**src/logic/iec958_tx_pkg.sv**
```systemverilog
// Function
// - Serial output is biphase mark with audio, channel status and user bits.
// - Output stream changes on both edges of the transmit clock.
// - Transmit clock comes from an internal generator on externally supplied clock.
// - Channel status bits 0 to 47 come from host-written channel status registers; frames 48 to 191 send zero.
// - Left and right samples are held in separate sixteen-entry FIFOs.
// - Both FIFOs empty while transmit is enabled, with empty event enabled, raises the empty event.
// - No sample written within one 20.8 us sample period raises underrun.
// - Auto resync copies left fill pointer into right when misaligned, raises event.
// - 16 and 24 bit samples; 24 bit uses only the low 24 bits.
// - Sample rates 32, 44.1 and 48 kHz with two channels.
package iec958_tx_pkg;
    // System clock and frame timing
    localparam longint CLK_HZ = 250_000_000;
    localparam int CLK_MHZ = 250;
    localparam longint FS_32K = 32_000;
    localparam longint FS_44K1 = 44_100;
    localparam longint FS_48K = 48_000;
    localparam longint HALF_CELLS_PER_FRAME = 128;
    localparam logic [31:0] INC_32K = 32'(((FS_32K * HALF_CELLS_PER_FRAME) << 32) / CLK_HZ);
    localparam logic [31:0] INC_44K1 = 32'(((FS_44K1 * HALF_CELLS_PER_FRAME) << 32) / CLK_HZ);
    localparam logic [31:0] INC_48K = 32'(((FS_48K * HALF_CELLS_PER_FRAME) << 32) / CLK_HZ);
    // Underrun window, one sample period at 48 kHz
    localparam int UNDERRUN_NS = 20_800;
    localparam int UNDERRUN_CYCLES = UNDERRUN_NS * CLK_MHZ / 1000;
    // Subframe layout
    localparam logic [5:0] HC_LAST = 6'h3F;
    localparam logic [5:0] HC_DATA = 6'h08;
    localparam logic [7:0] FRAME_LAST = 8'hBF;
    localparam int CS_BITS = 48;
    localparam logic [7:0] PRE_B = 8'hE8;
    localparam logic [7:0] PRE_M = 8'hE2;
    localparam logic [7:0] PRE_W = 8'hE4;
    localparam int FIFO_DEPTH = 16;
    localparam int SAMPLE_W = 24;
    // Register byte offsets
    localparam logic [5:0] REG_CTRL = 6'h00;
    localparam logic [5:0] REG_EV_EN = 6'h04;
    localparam logic [5:0] REG_EV_STAT = 6'h08;
    localparam logic [5:0] REG_TX_LEFT = 6'h0C;
    localparam logic [5:0] REG_TX_RIGHT = 6'h10;
    localparam logic [5:0] REG_CS_LO = 6'h14;
    localparam logic [5:0] REG_CS_HI = 6'h18;
    localparam logic [5:0] REG_FILL = 6'h1C;
    // Control fields
    localparam int CTRL_TX_EN = 0;
    localparam int CTRL_W24 = 1;
    localparam int CTRL_RESYNC = 2;
    localparam int CTRL_RATE_LSB = 3;
    localparam int CTRL_USER = 5;
    localparam int CTRL_DMA_EN = 6;
    localparam int CTRL_W = 7;
    localparam logic [1:0] RATE_44K1 = 2'h0;
    localparam logic [1:0] RATE_48K = 2'h1;
    localparam logic [1:0] RATE_32K = 2'h2;
    // Event bits
    localparam int EV_EMPTY = 0;
    localparam int EV_UNDERRUN = 1;
    localparam int EV_OVERRUN = 2;
    localparam int EV_RESYNC = 3;
    localparam int EV_W = 4;
    localparam int FILL_R_LSB = 8;
    // Reset values
    localparam logic [CTRL_W-1:0] CTRL_RST = 7'h00;
    localparam logic [EV_W-1:0] EV_RST = 4'h0;
    localparam logic [31:0] CS_RST = 32'h0000_0000;
endpackage

```
**src/logic/sample_fifo.sv**
```systemverilog
`timescale 1ns/1ps
module sample_fifo #(
    parameter int WIDTH = 24,
    parameter int DEPTH = 16
) (
    input wire logic clk,
    input wire logic resetn,
    input wire logic push,
    input wire logic [WIDTH-1:0] push_data,
    input wire logic pop,
    output logic [WIDTH-1:0] pop_data,
    output logic full,
    output logic empty,
    output logic [$clog2(DEPTH):0] level,
    output logic [$clog2(DEPTH):0] wr_ptr,
    input wire logic load_wr,
    input wire logic [$clog2(DEPTH):0] load_val
);
    localparam int PW = $clog2(DEPTH);

    logic [WIDTH-1:0] mem [DEPTH];
    logic [PW:0] wr_ptr_ff;
    logic [PW:0] rd_ptr_ff;

    ////////////////////////////////////////////////////////////////////////
    // Storage; a push into a full buffer is dropped
    always_ff @(posedge clk) begin
        if (push && !full) begin
            mem[wr_ptr_ff[PW-1:0]] <= push_data;
        end
    end

    // Fill pointer, may be overwritten by a realignment
    always_ff @(posedge clk) begin
        if (!resetn) begin
            wr_ptr_ff <= '0;
        end else if (load_wr) begin
            wr_ptr_ff <= load_val;
        end else if (push && !full) begin
            wr_ptr_ff <= wr_ptr_ff + 1'b1;
        end
    end

    // Drain pointer
    always_ff @(posedge clk) begin
        if (!resetn) begin
            rd_ptr_ff <= '0;
        end else if (pop && !empty) begin
            rd_ptr_ff <= rd_ptr_ff + 1'b1;
        end
    end

    // Extra pointer bit tells full from empty
    assign level = wr_ptr_ff - rd_ptr_ff;
    assign full = (level == (PW+1)'(DEPTH));
    assign empty = (level == '0);
    assign wr_ptr = wr_ptr_ff;
    assign pop_data = mem[rd_ptr_ff[PW-1:0]];
endmodule

```
**src/logic/iec958_transmitter.sv**
```systemverilog
// Our own choices: the register addresses and the Avalon-MM register port.
`timescale 1ns/1ps
module iec958_transmitter #(
    parameter int DEPTH = iec958_tx_pkg::FIFO_DEPTH,
    parameter int UNDERRUN_CYCLES = iec958_tx_pkg::UNDERRUN_CYCLES
) (
    input wire logic clk,
    input wire logic resetn,
    input wire logic [5:0] address,
    input wire logic read,
    input wire logic write,
    input wire logic [31:0] writedata,
    output logic [31:0] readdata,
    output logic waitrequest,
    output logic audio_out,
    output logic tx_clk,
    output logic dma_req,
    output logic event_irq
);
    localparam int PW = $clog2(DEPTH);
    localparam int SW = iec958_tx_pkg::SAMPLE_W;

    // Bus state
    logic waitrequest_ff;
    logic [31:0] readdata_ff;
    logic [31:0] nxt_readdata;
    logic wr_acc;
    // Software registers
    logic [iec958_tx_pkg::CTRL_W-1:0] ctrl_ff;
    logic [iec958_tx_pkg::EV_W-1:0] ev_en_ff;
    logic [iec958_tx_pkg::EV_W-1:0] ev_stat_ff;
    logic [31:0] cs_lo_ff;
    logic [31:0] cs_hi_ff;
    logic tx_en;
    logic w24;
    // Buffers
    logic push_l, push_r, pop;
    logic [SW-1:0] pop_l, pop_r;
    logic full_l, full_r, empty_l, empty_r;
    logic [PW:0] lvl_l, lvl_r, wptr_l;
    logic resync;
    // Clock generator
    logic [31:0] acc_ff;
    logic [31:0] inc;
    logic [32:0] acc_sum;
    logic tick;
    // Serialiser
    logic [5:0] hc_ff;
    logic right_ff;
    logic [7:0] frame_ff;
    logic [31:0] sf_ff;
    logic [SW-1:0] rsamp_ff;
    logic rvalid_ff;
    logic pol_ff;
    logic pol;
    logic audio_out_ff;
    logic tx_clk_ff;
    logic nxt_level;
    logic [7:0] pre;
    logic cs_bit;
    logic [iec958_tx_pkg::CS_BITS-1:0] cs_all;
    logic frame_start;
    // Events
    logic [iec958_tx_pkg::EV_W-1:0] ev_set;
    logic [31:0] und_cnt_ff;
    logic und_hit;
    logic dma_req_ff;
    logic event_irq_ff;

    // Build one subframe word: aux, audio, V, U, C, even parity
    function automatic logic [31:0] build_sf(input logic [SW-1:0] s, input logic wide,
                                             input logic valid, input logic u, input logic c);
        logic [31:0] w;
        w = '0;
        w[27:4] = wide ? s : {s[15:0], 8'h00};
        w[28] = !valid;
        w[29] = u;
        w[30] = c;
        w[31] = ^w[30:4];
        return w;
    endfunction

    ////////////////////////////////////////////////////////////////////////
    // Avalon-MM slave: waitrequest drops one cycle after a request appears
    assign wr_acc = write && !waitrequest_ff;

    always_ff @(posedge clk) begin
        if (!resetn) begin
            waitrequest_ff <= 1'b1;
        end else if ((read || write) && waitrequest_ff) begin
            waitrequest_ff <= 1'b0;
        end else begin
            waitrequest_ff <= 1'b1;
        end
    end

    // Read data is registered on the same edge that waitrequest falls
    always_ff @(posedge clk) begin
        if (!resetn) begin
            readdata_ff <= '0;
        end else if (read && waitrequest_ff) begin
            readdata_ff <= nxt_readdata;
        end
    end

    // Read decode; sample registers and unmapped offsets read zero
    always_comb begin
        nxt_readdata = '0;
        if (address == iec958_tx_pkg::REG_CTRL) begin
            nxt_readdata[iec958_tx_pkg::CTRL_W-1:0] = ctrl_ff;
        end else if (address == iec958_tx_pkg::REG_EV_EN) begin
            nxt_readdata[iec958_tx_pkg::EV_W-1:0] = ev_en_ff;
        end else if (address == iec958_tx_pkg::REG_EV_STAT) begin
            nxt_readdata[iec958_tx_pkg::EV_W-1:0] = ev_stat_ff;
        end else if (address == iec958_tx_pkg::REG_CS_LO) begin
            nxt_readdata = cs_lo_ff;
        end else if (address == iec958_tx_pkg::REG_CS_HI) begin
            nxt_readdata[15:0] = cs_hi_ff[15:0];
        end else if (address == iec958_tx_pkg::REG_FILL) begin
            nxt_readdata[PW:0] = lvl_l;
            nxt_readdata[iec958_tx_pkg::FILL_R_LSB +: PW+1] = lvl_r;
        end
    end

    // Control and event enable registers
    always_ff @(posedge clk) begin
        if (!resetn) begin
            ctrl_ff <= iec958_tx_pkg::CTRL_RST;
            ev_en_ff <= iec958_tx_pkg::EV_RST;
        end else if (wr_acc && address == iec958_tx_pkg::REG_CTRL) begin
            ctrl_ff <= writedata[iec958_tx_pkg::CTRL_W-1:0];
        end else if (wr_acc && address == iec958_tx_pkg::REG_EV_EN) begin
            ev_en_ff <= writedata[iec958_tx_pkg::EV_W-1:0];
        end
    end

    // Channel status words; host keeps them fixed while playing
    always_ff @(posedge clk) begin
        if (!resetn) begin
            cs_lo_ff <= iec958_tx_pkg::CS_RST;
            cs_hi_ff <= iec958_tx_pkg::CS_RST;
        end else if (wr_acc && address == iec958_tx_pkg::REG_CS_LO) begin
            cs_lo_ff <= writedata;
        end else if (wr_acc && address == iec958_tx_pkg::REG_CS_HI) begin
            cs_hi_ff <= {16'h0000, writedata[15:0]};
        end
    end

    assign tx_en = ctrl_ff[iec958_tx_pkg::CTRL_TX_EN];
    assign w24 = ctrl_ff[iec958_tx_pkg::CTRL_W24];

    ////////////////////////////////////////////////////////////////////////
    // Sample buffers, one per channel
    assign push_l = wr_acc && address == iec958_tx_pkg::REG_TX_LEFT;
    assign push_r = wr_acc && address == iec958_tx_pkg::REG_TX_RIGHT;

    sample_fifo #(.WIDTH(SW), .DEPTH(DEPTH)) left_fifo (
        .clk(clk),
        .resetn(resetn),
        .push(push_l),
        .push_data(writedata[SW-1:0]),
        .pop(pop),
        .pop_data(pop_l),
        .full(full_l),
        .empty(empty_l),
        .level(lvl_l),
        .wr_ptr(wptr_l),
        .load_wr(1'b0),
        .load_val('0)
    );

    sample_fifo #(.WIDTH(SW), .DEPTH(DEPTH)) right_fifo (
        .clk(clk),
        .resetn(resetn),
        .push(push_r),
        .push_data(writedata[SW-1:0]),
        .pop(pop),
        .pop_data(pop_r),
        .full(full_r),
        .empty(empty_r),
        .level(lvl_r),
        .wr_ptr(),
        .load_wr(resync),
        .load_val(wptr_l + (PW+1)'(push_l && !full_l)) // A left write in the same cycle counts too
    );

    // Pairs are checked at each frame start; a right-side write can race a left one,
    // so checking at any other time would realign half-written pairs
    assign frame_start = tick && tx_en && hc_ff == '0 && !right_ff;
    assign resync = frame_start && ctrl_ff[iec958_tx_pkg::CTRL_RESYNC] && lvl_l != lvl_r;
    assign pop = frame_start && !resync && !empty_l && !empty_r;

    ////////////////////////////////////////////////////////////////////////
    // Clock generator: phase accumulator, carry marks a half-cell
    always_comb begin
        if (ctrl_ff[iec958_tx_pkg::CTRL_RATE_LSB +: 2] == iec958_tx_pkg::RATE_48K) begin
            inc = iec958_tx_pkg::INC_48K;
        end else if (ctrl_ff[iec958_tx_pkg::CTRL_RATE_LSB +: 2] == iec958_tx_pkg::RATE_32K) begin
            inc = iec958_tx_pkg::INC_32K;
        end else begin
            inc = iec958_tx_pkg::INC_44K1;
        end
    end

    assign acc_sum = {1'b0, acc_ff} + {1'b0, inc};
    assign tick = acc_sum[32];

    always_ff @(posedge clk) begin
        if (!resetn) begin
            acc_ff <= '0;
        end else begin
            acc_ff <= acc_sum[31:0];
        end
    end

    // Transmit clock toggles every half-cell, one cycle per bit cell
    always_ff @(posedge clk) begin
        if (!resetn) begin
            tx_clk_ff <= 1'b0;
        end else if (tick) begin
            tx_clk_ff <= !tx_clk_ff;
        end
    end

    ////////////////////////////////////////////////////////////////////////
    // Frame position: half-cell, channel, frame in the block
    always_ff @(posedge clk) begin
        if (!resetn || !tx_en) begin
            hc_ff <= '0;
            right_ff <= 1'b0;
            frame_ff <= '0;
        end else if (tick) begin
            hc_ff <= hc_ff + 6'h01;
            if (hc_ff == iec958_tx_pkg::HC_LAST) begin
                right_ff <= !right_ff;
                if (right_ff) begin
                    frame_ff <= (frame_ff == iec958_tx_pkg::FRAME_LAST) ? 8'h00 : frame_ff + 8'h01;
                end
            end
        end
    end

    // status bit of this frame from the status registers
    assign cs_all = {cs_hi_ff[15:0], cs_lo_ff};
    assign cs_bit = (frame_ff < 8'(iec958_tx_pkg::CS_BITS)) ? cs_all[frame_ff[5:0]] : 1'b0;

    // Subframe words; an empty pair sends silence flagged invalid
    always_ff @(posedge clk) begin
        if (!resetn) begin
            sf_ff <= '0;
            rsamp_ff <= '0;
            rvalid_ff <= 1'b0;
        end else if (tick && tx_en && hc_ff == '0) begin
            if (!right_ff) begin
                sf_ff <= build_sf(pop ? pop_l : '0, w24, pop, ctrl_ff[iec958_tx_pkg::CTRL_USER], cs_bit);
                rsamp_ff <= pop ? pop_r : '0;
                rvalid_ff <= pop;
            end else begin
                sf_ff <= build_sf(rsamp_ff, w24, rvalid_ff, ctrl_ff[iec958_tx_pkg::CTRL_USER], cs_bit);
            end
        end
    end

    // Preamble reference is the line level just before the subframe
    assign pol = (hc_ff == '0) ? audio_out_ff : pol_ff;

    always_ff @(posedge clk) begin
        if (!resetn) begin
            pol_ff <= 1'b0;
        end else if (tick && hc_ff == '0) begin
            pol_ff <= audio_out_ff;
        end
    end

    // Block start, left or right preamble
    always_comb begin
        if (right_ff) begin
            pre = iec958_tx_pkg::PRE_W;
        end else if (frame_ff == '0) begin
            pre = iec958_tx_pkg::PRE_B;
        end else begin
            pre = iec958_tx_pkg::PRE_M;
        end
    end

    // biphase mark: edge at each cell start, mid edge for a one
    always_comb begin
        if (hc_ff < iec958_tx_pkg::HC_DATA) begin
            nxt_level = pre[3'h7 - hc_ff[2:0]] ^ pol;
        end else if (!hc_ff[0]) begin
            nxt_level = !audio_out_ff;
        end else begin
            nxt_level = audio_out_ff ^ sf_ff[hc_ff[5:1]];
        end
    end

    // line moves on transmit clock edges only
    // Disabling parks the line low at the next edge, never between edges
    always_ff @(posedge clk) begin
        if (!resetn) begin
            audio_out_ff <= 1'b0;
        end else if (tick) begin
            audio_out_ff <= tx_en ? nxt_level : 1'b0;
        end
    end

    ////////////////////////////////////////////////////////////////////////
    // Underrun timer restarts on every sample write
    assign und_hit = tx_en && und_cnt_ff == 32'(UNDERRUN_CYCLES - 1);

    always_ff @(posedge clk) begin
        if (!resetn || !tx_en || push_l || push_r || und_hit) begin
            und_cnt_ff <= '0;
        end else begin
            und_cnt_ff <= und_cnt_ff + 32'h0000_0001;
        end
    end

    // Raw events, each gated by its enable
    always_comb begin
        ev_set = '0;
        ev_set[iec958_tx_pkg::EV_EMPTY] = tx_en && empty_l && empty_r;
        ev_set[iec958_tx_pkg::EV_UNDERRUN] = und_hit;
        ev_set[iec958_tx_pkg::EV_OVERRUN] = (push_l && full_l) || (push_r && full_r);
        ev_set[iec958_tx_pkg::EV_RESYNC] = resync;
        ev_set = ev_set & ev_en_ff;
    end

    // Sticky status, write one to clear; a new event beats the clear
    always_ff @(posedge clk) begin
        if (!resetn) begin
            ev_stat_ff <= iec958_tx_pkg::EV_RST;
        end else if (wr_acc && address == iec958_tx_pkg::REG_EV_STAT) begin
            ev_stat_ff <= (ev_stat_ff & ~writedata[iec958_tx_pkg::EV_W-1:0]) | ev_set;
        end else begin
            ev_stat_ff <= ev_stat_ff | ev_set;
        end
    end

    // Request and event outputs, registered
    always_ff @(posedge clk) begin
        if (!resetn) begin
            dma_req_ff <= 1'b0;
            event_irq_ff <= 1'b0;
        end else begin
            dma_req_ff <= ctrl_ff[iec958_tx_pkg::CTRL_DMA_EN] && tx_en && !full_l && !full_r;
            event_irq_ff <= |ev_stat_ff;
        end
    end

    assign readdata = readdata_ff;
    assign waitrequest = waitrequest_ff;
    assign audio_out = audio_out_ff;
    assign tx_clk = tx_clk_ff;
    assign dma_req = dma_req_ff;
    assign event_irq = event_irq_ff;
endmodule

```
**config.mk**
```make
export PLATFORM = sky130hd
export DESIGN_NAME = iec958_transmitter
export DESIGN_NICKNAME = d
export VERILOG_FILES = /design/src/logic/iec958_tx_pkg.sv /design/src/logic/sample_fifo.sv /design/src/logic/iec958_transmitter.sv
export SDC_FILE = /design/constraint.sdc
export NUM_CORES = 1
export LEC_CHECK = 0
export BUFFER_PORTS_ARGS = -buffer_cell sky130_fd_sc_hd__buf_2
export CAP_MARGIN = 10
export CORE_MARGIN = 4
export CORE_UTILIZATION = 62
export DETAILED_ROUTE_END_ITERATION = 6
export PLACE_DENSITY_LB_ADDON = 0.2
export SLEW_MARGIN = 0
export SYNTH_ARGS = -nofsm -noshare
export SYNTH_HDL_FRONTEND = slang
export SYNTH_SLANG_ARGS = --single-unit
```
**constraint.sdc**
```tcl
create_clock -name clk -period 4.9 [get_ports clk]
set_clock_uncertainty 0.1 [all_clocks]
set_input_delay 0.98 -clock clk [delete_from_list [all_inputs] [get_ports clk]]
set_output_delay 0.98 -clock clk [all_outputs]
set_load 0.1 [all_outputs]
```
=== After elaboration in Yosys (flattened, before gate mapping) ===
Memories as Yosys holds them, arrays and structs flattened. A register that Yosys moved wholly into a read port is not among the register bits.
Index checks and enable logic that the tools add are counted.

* Bits in registers: 257
* Memory bits (writable): 768
* Input port bits: 42
* Output and inout port bits: 37
* Word-level logic and storage cells: 179
* Memories kept: 2

* Add/sub/neg operators: 12
* Order comparisons: 5
* Eq/ne operators: 15
* Mux-type cells: 47
* Bitwise gates (word level): 10
* Reduce and logical (&&, ||, !) cells: 64

{| class="wikitable"
|+ Memories
! memory !! depth !! bits a word !! read ports !! clocked after memory_dff !! wr ports !! RTL line !! text
|-
| left_fifo.mem || 16 || 24 || 1 || 1 || 1 || sample_fifo.sv:21 || <nowiki>logic [WIDTH-1:0] mem [DEPTH];</nowiki>
|-
| right_fifo.mem || 16 || 24 || 1 || 1 || 1 || sample_fifo.sv:21 ||
|}

{| class="wikitable"
|+ Operators by type and width
! kind !! count
|-
| two-way mux 24 bit || 4
|-
| two-way mux 28 bit || 2
|-
| parity 27 bit || 2
|-
| two-way mux 25 bit || 2
|-
| two-way mux 4 bit || 9
|-
| adder 32 x 32 -> 33 bit || 1
|-
| adder 32 x 1 -> 32 bit, second input constant || 1
|-
| equality test 32 x 13 -> 1 bit, second input constant || 1
|-
| two-way mux 16 bit || 2
|-
| two-way mux 32 bit || 1
|-
| logical AND 1 bit || 31
|-
| two-way mux 5 bit || 6
|-
| two-way mux 26 bit || 1
|-
| equality test 6 x 5 -> 1 bit, second input constant || 4
|-
| adder 5 x 1 -> 5 bit, second input constant || 4
|-
| zero test 1 bit || 13
|-
| two-way mux 1 bit || 13
|-
| equality test 6 x 4 -> 1 bit, second input constant || 2
|-
| zero test 6 bit || 2
|-
| equality test 5 bit, second input constant || 2
|-
| zero test 5 bit || 2
|-
| subtractor 5 bit || 2
|-
| adder 8 x 1 -> 8 bit, second input constant || 1
|-
| AND 4 bit || 2
|-
| other kinds (30) || 43
|}

=== Longest topological paths before layout ===
Gate-level depths: netlist of run 1.

* Depth in word-level cells: 17
* Gate-level depth with buffers: 19

=== Hierarchy ===
A second synthesis of run 1 with hierarchy kept.

* Cells, all modules: 2801
* Area, all modules: 43035.0 µm²

{| class="wikitable"
|+ By module, submodules not included
! module !! times used !! cells each !! area each (µm²)
|-
| sample_fifo (left_fifo) || 1 || 656 || 15378.5
|-
| sample_fifo (right_fifo) || 1 || 655 || 15362.2
|-
| iec958_transmitter || 1 || 1490 || 12294.3
|}

=== Worst setup path after synthesis of run 1 ===
Ideal clock, no wire load.

* Kind: input -> register
* Start: in address[1]
* End: mem right_fifo.mem[3][0] (enable)
* Setup time: 0.435 ns
* Arrival time: 3.955 ns
* Data required time: 4.365 ns
* Setup slack: 0.410 ns
* Stages on the path: 6
* Path buffers: 0
* Cells stage by stage: nor3_1 > nand2b_1 > or3_1 > nor2_1 > nand2_1 > nor3_1

* Cells in the longest elaborated chain, start to end: 5

{| class="wikitable"
|+ Ends and longest elaborated chain
! element !! RTL line !! text
|-
| start: declaration || iec958_transmitter.sv:9 || <nowiki>input wire logic [5:0] address,</nowiki>
|-
| equality test 6 x 5 -> 1 bit || iec958_transmitter.sv:155 || <nowiki>assign push_r = wr_acc && address == iec958_tx_pkg::REG_TX_RIGHT;</nowiki>
|-
| logical AND 1 bit || iec958_transmitter.sv:155 ||
|-
| logical AND 1 bit || sample_fifo.sv:28 || <nowiki>if (push && !full) begin</nowiki>
|-
| two-way mux 1 bit || sample_fifo.sv:28 ||
|-
| two-way mux 1 bit (not written as such) || sample_fifo.sv:29 || <nowiki>mem[wr_ptr_ff[PW-1:0]] <= push_data;</nowiki>
|-
| end: declaration || sample_fifo.sv:21 ||
|}

Every way passes these cells.

==> results.md, run 1 <==
* Clk sinks at 1029
* Peak Freq at between 200 and 250 MHz
* Critical path arrival at slightly below 5000 ps
* Clk slew on worst S/H paths at roughly 60 ps
* DR WL met3 at slightly below 10000 um
* Post-CTS Setup Inserts at 0
* R2R Path Start: ctrl_ff[3]
* Max FO, Critical Path at 13
* First-pass GRT wire length at 157000 um
* Synth Instances at approximately 2800
* P&R area growth vs syn at 11.4%
* Routed wl met2 at around 51000 um
* # port buffers at 78
* Failing checks: design-rule violations
* Clk_lat worst skew at ~670 ps
* Die area at 72900 sq um
* Clk buf depth at 3
* Slew HR at between 10% and 20%
* CP required at approximately 5300 ps
* Leading cell type in the layout, fill and taps excluded: edfxtp_1
* Netlist cell types at about 70
* Setup crit end kind: register
* Vias in the first global route at between 20000 and 30000
* Share of cells above drive strength 1 at about a fifth
* Core Region at 67600 sq um
* Finished Cell Area at ~47000 sq um
* Post-DP HPWL at ~60000 um
* Die width at roughly 270 um
* I/O Pins at between 70 and 80
* Num rows at 95
* Post-DR wirelength/cell at approximately 27 um
* Die H at ~270 um
* CTS-repair resized insts at 0
* Status: finished with violations
* Post-DP Area at between 40000 and 50000 sq um
* Gr usage total at between 20% and 30%
* Drt total wl at between 100000 and 150000 um
* Hold Path Origin: und_cnt_ff[0]
* Final Hold Viols at 0
* Clock buffer count from CTS at 100
* Synthesized area per cell at ~15 sq um
* M1 WL at roughly 40000 um
* Critical path startpoint: ctrl_ff[3]
* Max-Cap Viols at 0
* Final nets at 3012
* Gp weighted congestion at about 0.9
* Slew Viols, Final at 0
* Maximum VDD drop at between 300 and 400 uV
* Unrepaired setup endpoints after global routing: no
* Top routing layer in use: met5
* Startpoint types: register
* Via density at about 6.5
* CTS root buf: clkbuf_16
* Sequential area share after synthesis at roughly 66%
* Initial antenna violation count at 6
* Crit share post-route at 92.7%
* Initial Util at 62.9%
* WS Path Type: reg2reg
* PwrDens at 373 nW/um^2
* Async S/R FF share, synth at 0%
* Largest net degree at the start of global routing at roughly 150
* Slew at the pin closest to its max-slew limit at approximately 1300 ps
* DRC at 2
* Hold Path Class: reg2reg
* H-tree depth at 3
* Top FF cell, synth: edfxtp_1
* Post-Syn Nets at slightly below 3000
* Endpoints failing setup at 0
* Grt ovf at 0
* Fin crit period at 4540 ps
* Most frequent cells in the layout: edfxtp_1, nand2_1, dfxtp_1
* Seq cells post-synth at roughly 1000
* Ys Warns at 0
* CTS tree: built
* Hold buffer count at CTS at 0
* Leak pwr at 15.2 nW
* Via count at 25399
* Initial DRC Count at ~3300
* Mapped Area at between 40000 and 50000 sq um
* Number of synthesized flops with an enable pin at roughly 770
* First-pass detailed-route iteration total at 7
* Setup tns final at 0 ps
* Post-route ant nets at 0
==> where the power goes <==
group / internal, mW / leakage (nW) / switching, mW / total [mW]
registers: 9.41 / 9.01 / 0.0594 / 9.46
logic: 0.181 / 4.64 / 0.404 / 0.585
clock network: 4.41 / 1.57 / 3.25 / 7.65
total: 14.0 / 15.2 / 3.71 / 17.7
==> layer usage <==
metal,global-route usage (%),up-vias
li1,-,10958
met1,39.8,12848
met2,46.3,1380
met3,5.29,211
met4,8.63,2
met5,0,-
==> path summary, 6_finish.rpt <==
check | end | slack [ps] | cells after the start
hold / removal | und_cnt_ff[0] | 350 | 1
setup / recovery | register | 360 | 16
setup reg to reg | register | 360 | 16
hold reg to reg | und_cnt_ff[0] | 350 | 1
==> layout make-up <==
class / count / area (sq um)
Clock buffer: 131 / 2690
Clock inverter: 49 / 588
Timing Repair Buffer: 154 / 986
Multi-Input combinational cell: 1596 / 13600
Tap cell: 873 / 1090
Fill cell: 4317 / 20200
Inverter: 45 / 174
Sequential cell: 1029 / 28300
Antenna cell: 2 / 5.00
==> through the flow <==
step | setup WS [ps] | std cells | util, % | power [mW] | hold WS, ps
final | 357 | 3879 | 70.1 | 17.7 | 348
after detailed placement | 493 | 3697 | 65.2 | 10.2 | 344
after floorplan | 410 | 2824 | - | 10.0 | 318
after CTS | 456 | 3877 | 70.1 | 17.8 | 352
after global routing | 108 | 3877 | 70.1 | 18.3 | 369
after global placement | 531 | 3697 | 65.2 | 10.2 | 329
==> Yosys cell counts (all sizes together), types with 4 or more instances <==
master  number  area share [%]
xnor3        5            0.26
nor2b        8            0.12
nand2      284             2.5
nor4        12            0.18
a211oi      14            0.25
a221oi      10            0.21
o211ai       4           0.071
xnor2       90             1.9
clkbuf     110            0.97
a21o        10            0.18
nor3        28            0.33
xor2        63             1.3
edfxtp     768              54
mux2        32            0.85
and2        10            0.15
nand4       17            0.25
a222oi      10            0.24
maj3         5            0.12
and3        14            0.21
nand2b      16            0.24
o22ai       16            0.24
a22oi       29            0.52
nor2       203             1.8
mux2i       65             1.5
or3         10            0.15
o21ai       52            0.61
mux4       226              12
a31o         4           0.082
ha          42             1.2
or2          5           0.073
nand3       87             1.0
buf         44            0.61
a21oi      177             2.1
a31oi        7            0.12
dfxtp      261              12
o21a         4           0.071
inv         45            0.40
==> state kept, by name (all words and copies together), names as in the netlist, 6 cells and up, named ones only <==
signal,cells
hc_ff,6
ctrl_ff,7
cs_lo_ff,32
cs_hi_ff,16
readdata,32
und_cnt_ff,32
acc_ff,32
right_fifo.mem,384
frame_ff,8
left_fifo.mem,384
rsamp_ff,24
sf_ff,28
==> worst max-delay path: stages (launching register included) <==
cell and delay, ps:
dfxtp_1 400, inv_1 80, ha_1 340, buf_4 200, ha_1 350, nand4b_1 150
nor3_1 230, a21oi_1 120, nor3_1 200, o211ai_1 180, a31oi_2 530, buf_4 250
and3_1 540, buf_4 300, nand4_1 130, xnor2_1 180, nor2_1 90
==> kinds of logic (layout without fill, tap and decap cells) <==
family                     count (synthesis)  in the layout  synth area share (%)
muxes                                    323            323                  14.3
AOI/OAI and AO/OA                        358            358                  5.09
other                                      0              2                     0
buffers and inverters                    199            379                  1.98
DFF                                     1029           1029                  66.5
xor gates and xnor gates                 158            158                  3.41
and+or+nand+nor                          708            708                  7.28
adders and majority gates                 49             49                  1.45
(Power assumes the default switching activity.)
==> inputs of run 2 (changes only) <==
Settings changed: ABC_AREA set to 1.
==> results.md, run 2 <==
* Met3 Use GR at 4.80% (-0.49 points)
* Hold buffer count at CTS at 0 (unchanged)
* CTS root buf: clkbuf_16
* Num rows at 97 (+2.1%)
* Worst path depth at 19 (+3)
* Maximum VDD drop at 348 uV (+1.1%)
* DRC at 0 (-2)
* Fin crit period at 4260 ps (-284 ps)
* CP cell instances: inv_1 -> ha_1 -> inv_1 -> ha_1 -> nand2_1 -> inv_1 -> nand3_1 -> nor2_1 -> nand2_1 -> nand2_2 -> nand2_1 -> nand2_2 -> nand4_4 -> nor2_4 -> buf_12 -> inv_2 -> nor2_1 -> nand2_1 -> a221oi_1
* Crit share post-route at 86.9% (-5.8 points)
* Compound-gate portion of the synthesized area at 13.0% (+7.9 points)
* Total placed cells including tap cells at 5056 (+37%)
* Setup crit end kind: register
* Gr usage total at 29.6% (+1.2 points)
* Via count at 31720 (+25%)
* Ys Warns at 0 (unchanged)
* Clk buf depth at 3 (unchanged)
* Most numerous cell on the critical path: nand2_1
* Number of synthesized flops with an enable pin at 768 (unchanged)
* CTS tree: built
* Slew Viols, Final at 0 (unchanged)
* Post-route setup slack at 641 ps (+284 ps)
* Setup tns final at 0 ps (unchanged)
* Slew HR at 30.5% (+16 points)
* Unrepaired setup endpoints after global routing: no
* Leading cell type in the layout, fill and taps excluded: edfxtp_1
* Via density at 6.04 (-7.7%)
* Dpl ws at 529 ps (+35.2 ps)
* Final Hold Viols at 0 (unchanged)
* Largest net degree at the start of global routing at 97 (-33%)
* Main combinational cell family by area after synthesis: compound AO/OA/AOI/OAI gates
* Synth cell count leaders: edfxtp_1, nand2_1, o21ai_0, a21oi_1, inv_1
* Critical path arrival at 4720 ps (-210 ps)
* Total inserted antenna cells at 0 (-2)
* Max incr delay on CP at 490 ps (-50 ps)
* First-pass GRT wire length at 173000 um (+10%)
* Clk_lat worst skew at 680 ps (about the same)
* Clock buffer count from CTS at 102 (+2.0%)
* Top FF cell, synth: edfxtp_1
* Multiplexer share of the synthesized area at 4.59% (-9.7 points)
* Slowest CP cell: ha_1
* Synthesized area per cell at 10.7 sq um (-29%)
* PwrDens at 358 nW/um^2 (-4.1%)
* Initial DRC Count at 3579 (+8.2%)
* Peak Freq at 235 MHz (+6.7%)
* Min Hold Slack at 354 ps (+5.76 ps)
* Core Region at 70600 sq um (+4.4%)
* Synth Instances at 4168 (+48%)
* Initial antenna violation count at 6 (unchanged)
* Most frequent cells in the layout: edfxtp_1, nand2_1, o21ai_0
* Mapped Area at 44500 sq um (+4.5%)
* Netlist cell types at 62 (-10%)
* Seq cells post-synth at 1029 (unchanged)
* Post-DP HPWL at 69100 um (+15%)
* Initial Util at 63.0% (about the same)
* Grt ovf at 0 (unchanged)
* Hold Path Class: reg2reg
* Overall power at 17.7 mW (about the same)
* FF-to-FF setup slack at 640 ps (+280 ps)
* CP top delay family: simple AND/OR/NAND/NOR gates
* Drt total wl at 114000 um (+9.8%)
* Hold depth at 1 (unchanged)
* Final nets at 4307 (+43%)
* Endpoints failing setup at 0 (unchanged)
* Clk slew on worst S/H paths at 60 ps (about the same)
* Count leader, synth: edfxtp_1
* WS Path Type: reg2reg
* Die area at 76100 sq um (+4.4%)
* # port buffers at 78 (unchanged)
* Slew at the pin closest to its max-slew limit at 1040 ps (-224 ps)
* Share of cells above drive strength 1 at 10.4% (-10 points)
* Largest cells by area after synthesis: edfxtp_1, dfxtp_1, o21ai_0, a21oi_1, nand2_1
* Global-route track usage on met1 at 41.2% (+1.4 points)
* Die H at 276 um (+2.2%)
* Worst Path Buf+Inv at 5 (+1)
* Max FO, Critical Path at 30 (+17)
* Worst-case reg-to-reg path depth at 19 (+3)
* Status: complete, no violations
* P&R area growth vs syn at 11.1%
* Leak pwr at 17.9 nW (+18%)
* Synth Area in XOR/XNOR at 1.02% (-2.4 points)
* Sequential area share after synthesis at 63.6% (-2.9 points)
* Post-Synth Adder-Cell Area at 1.27% (-0.18 points)
* Post-Syn Nets at 4254 (+46%)
* Startpoint types: register
* CP required at 5360 ps (+70 ps)
* I/O Pins at 79 (unchanged)
* Finished Layout Cells at 5248 (+35%)
* Async S/R FF share, synth at 0% (unchanged)
* Met2 Usage GRT at 48.1% (+1.8 points)
* Post-route ant nets at 0 (unchanged)
* H-tree depth at 3 (unchanged)
* First-pass detailed-route iteration total at 6 (-1)
* Vias in the first global route at 29693 (+17%)
* GR peak layer: met2
* Post-DR wirelength/cell at 21.7 um (-19%)
* Clk sinks at 1029 (unchanged)
* Largest area contributor in the netlist: edfxtp_1
* Top cell type's share of synthesized area at 51.8% (-2.3 points)
* Synth Area in Simple Gates at 10.9% (+3.6 points)
* Gp weighted congestion at 0.944 (+5.2%)
* Die width at 276 um (+2.2%)
* Max-Cap Viols at 0 (unchanged)
## run 2: changes by cell type after synthesis, moves of 28 or more
cell      before  now
a21oi_1      177  447
nand2_1      284  505
xnor2_1       90   27
mux4_2       226    0
o211ai_1       4   51
nand3_1       87  277
o21ai_0       52  455
xor2_1        63   21
clkbuf_1     110  138
inv_1         44  427
nor2_1       203  244
mux2i_1       65  160
## run 2: final timing paths
| kind | endpoint | start |
|---|---|---|
| worst min-delay path | und_cnt_ff[0] | und_cnt_ff[0] |
| worst max-delay path | sf_ff[9] | ctrl_ff[3] |
| worst min register to register | und_cnt_ff[0] | und_cnt_ff[0] |
| worst max register to register | sf_ff[9] | ctrl_ff[3] |
## run 2: routing by layer
metal  share of wire [%]  routed length (um)
met1                  40               45600
met2                  47               53700
met3                 9.3               10600
met4                 3.4                3830
met5               0.011                  13
## run 2: worst register-to-register path, stage by stage (launching register included)
cell and delay (ps):
dfxtp_1 370, inv_1 110, ha_1 490, inv_1 200, ha_1 400, nand2_1 70
inv_1 70, nand3_1 100, nor2_1 100, nand2_1 70, nand2_2 120, nand2_1 90
nand2_2 240, nand4_4 200, nor2_4 440, buf_12 260, inv_2 180, nor2_1 240
nand2_1 90, a221oi_1 230
## run 2: layout make-up
cell class	instances	area, sq um
flip-flops and latches	1029	28300
well taps	940	1180
fillers	5154	21200
inverters	441	1660
repair buffers	167	1150
clock inverters	55	589
clock buffers	136	2790
multi-input cells	2480	13800
## run 2: stage by stage
step | utilization, % | instance area [sq um]
after CTS | 70.0 | 49400
after detailed placement | 65.2 | 46000
after global routing | 70.0 | 49400
after global placement | 65.2 | 46000
final | 70.0 | 49400
after floorplan | - | 44500
## run 2: report_power, final
| group | internal (mW) | switching, mW |
|---|---|---|
| clock network | 4.50 | 3.34 |
| registers | 9.39 | 0.0289 |
| logic | 0.103 | 0.357 |
## run 2: cell families after synthesis
kind of cell | count (synthesis)
compound gates | 1068
mux | 199
xor+xnor | 50
flops | 1029
buf+inv | 660
simple gates | 1118
fa+ha+maj | 44
## run 2: what timing repair did
| item | in CTS | in global routing |
|---|---|---|
| endpoints found under the setup margin | 0 | 1 |
| buffers inserted | 0 | 0 |
| endpoints found under the hold margin | 0 | 0 |
| resized for setup | 0 | 1 |
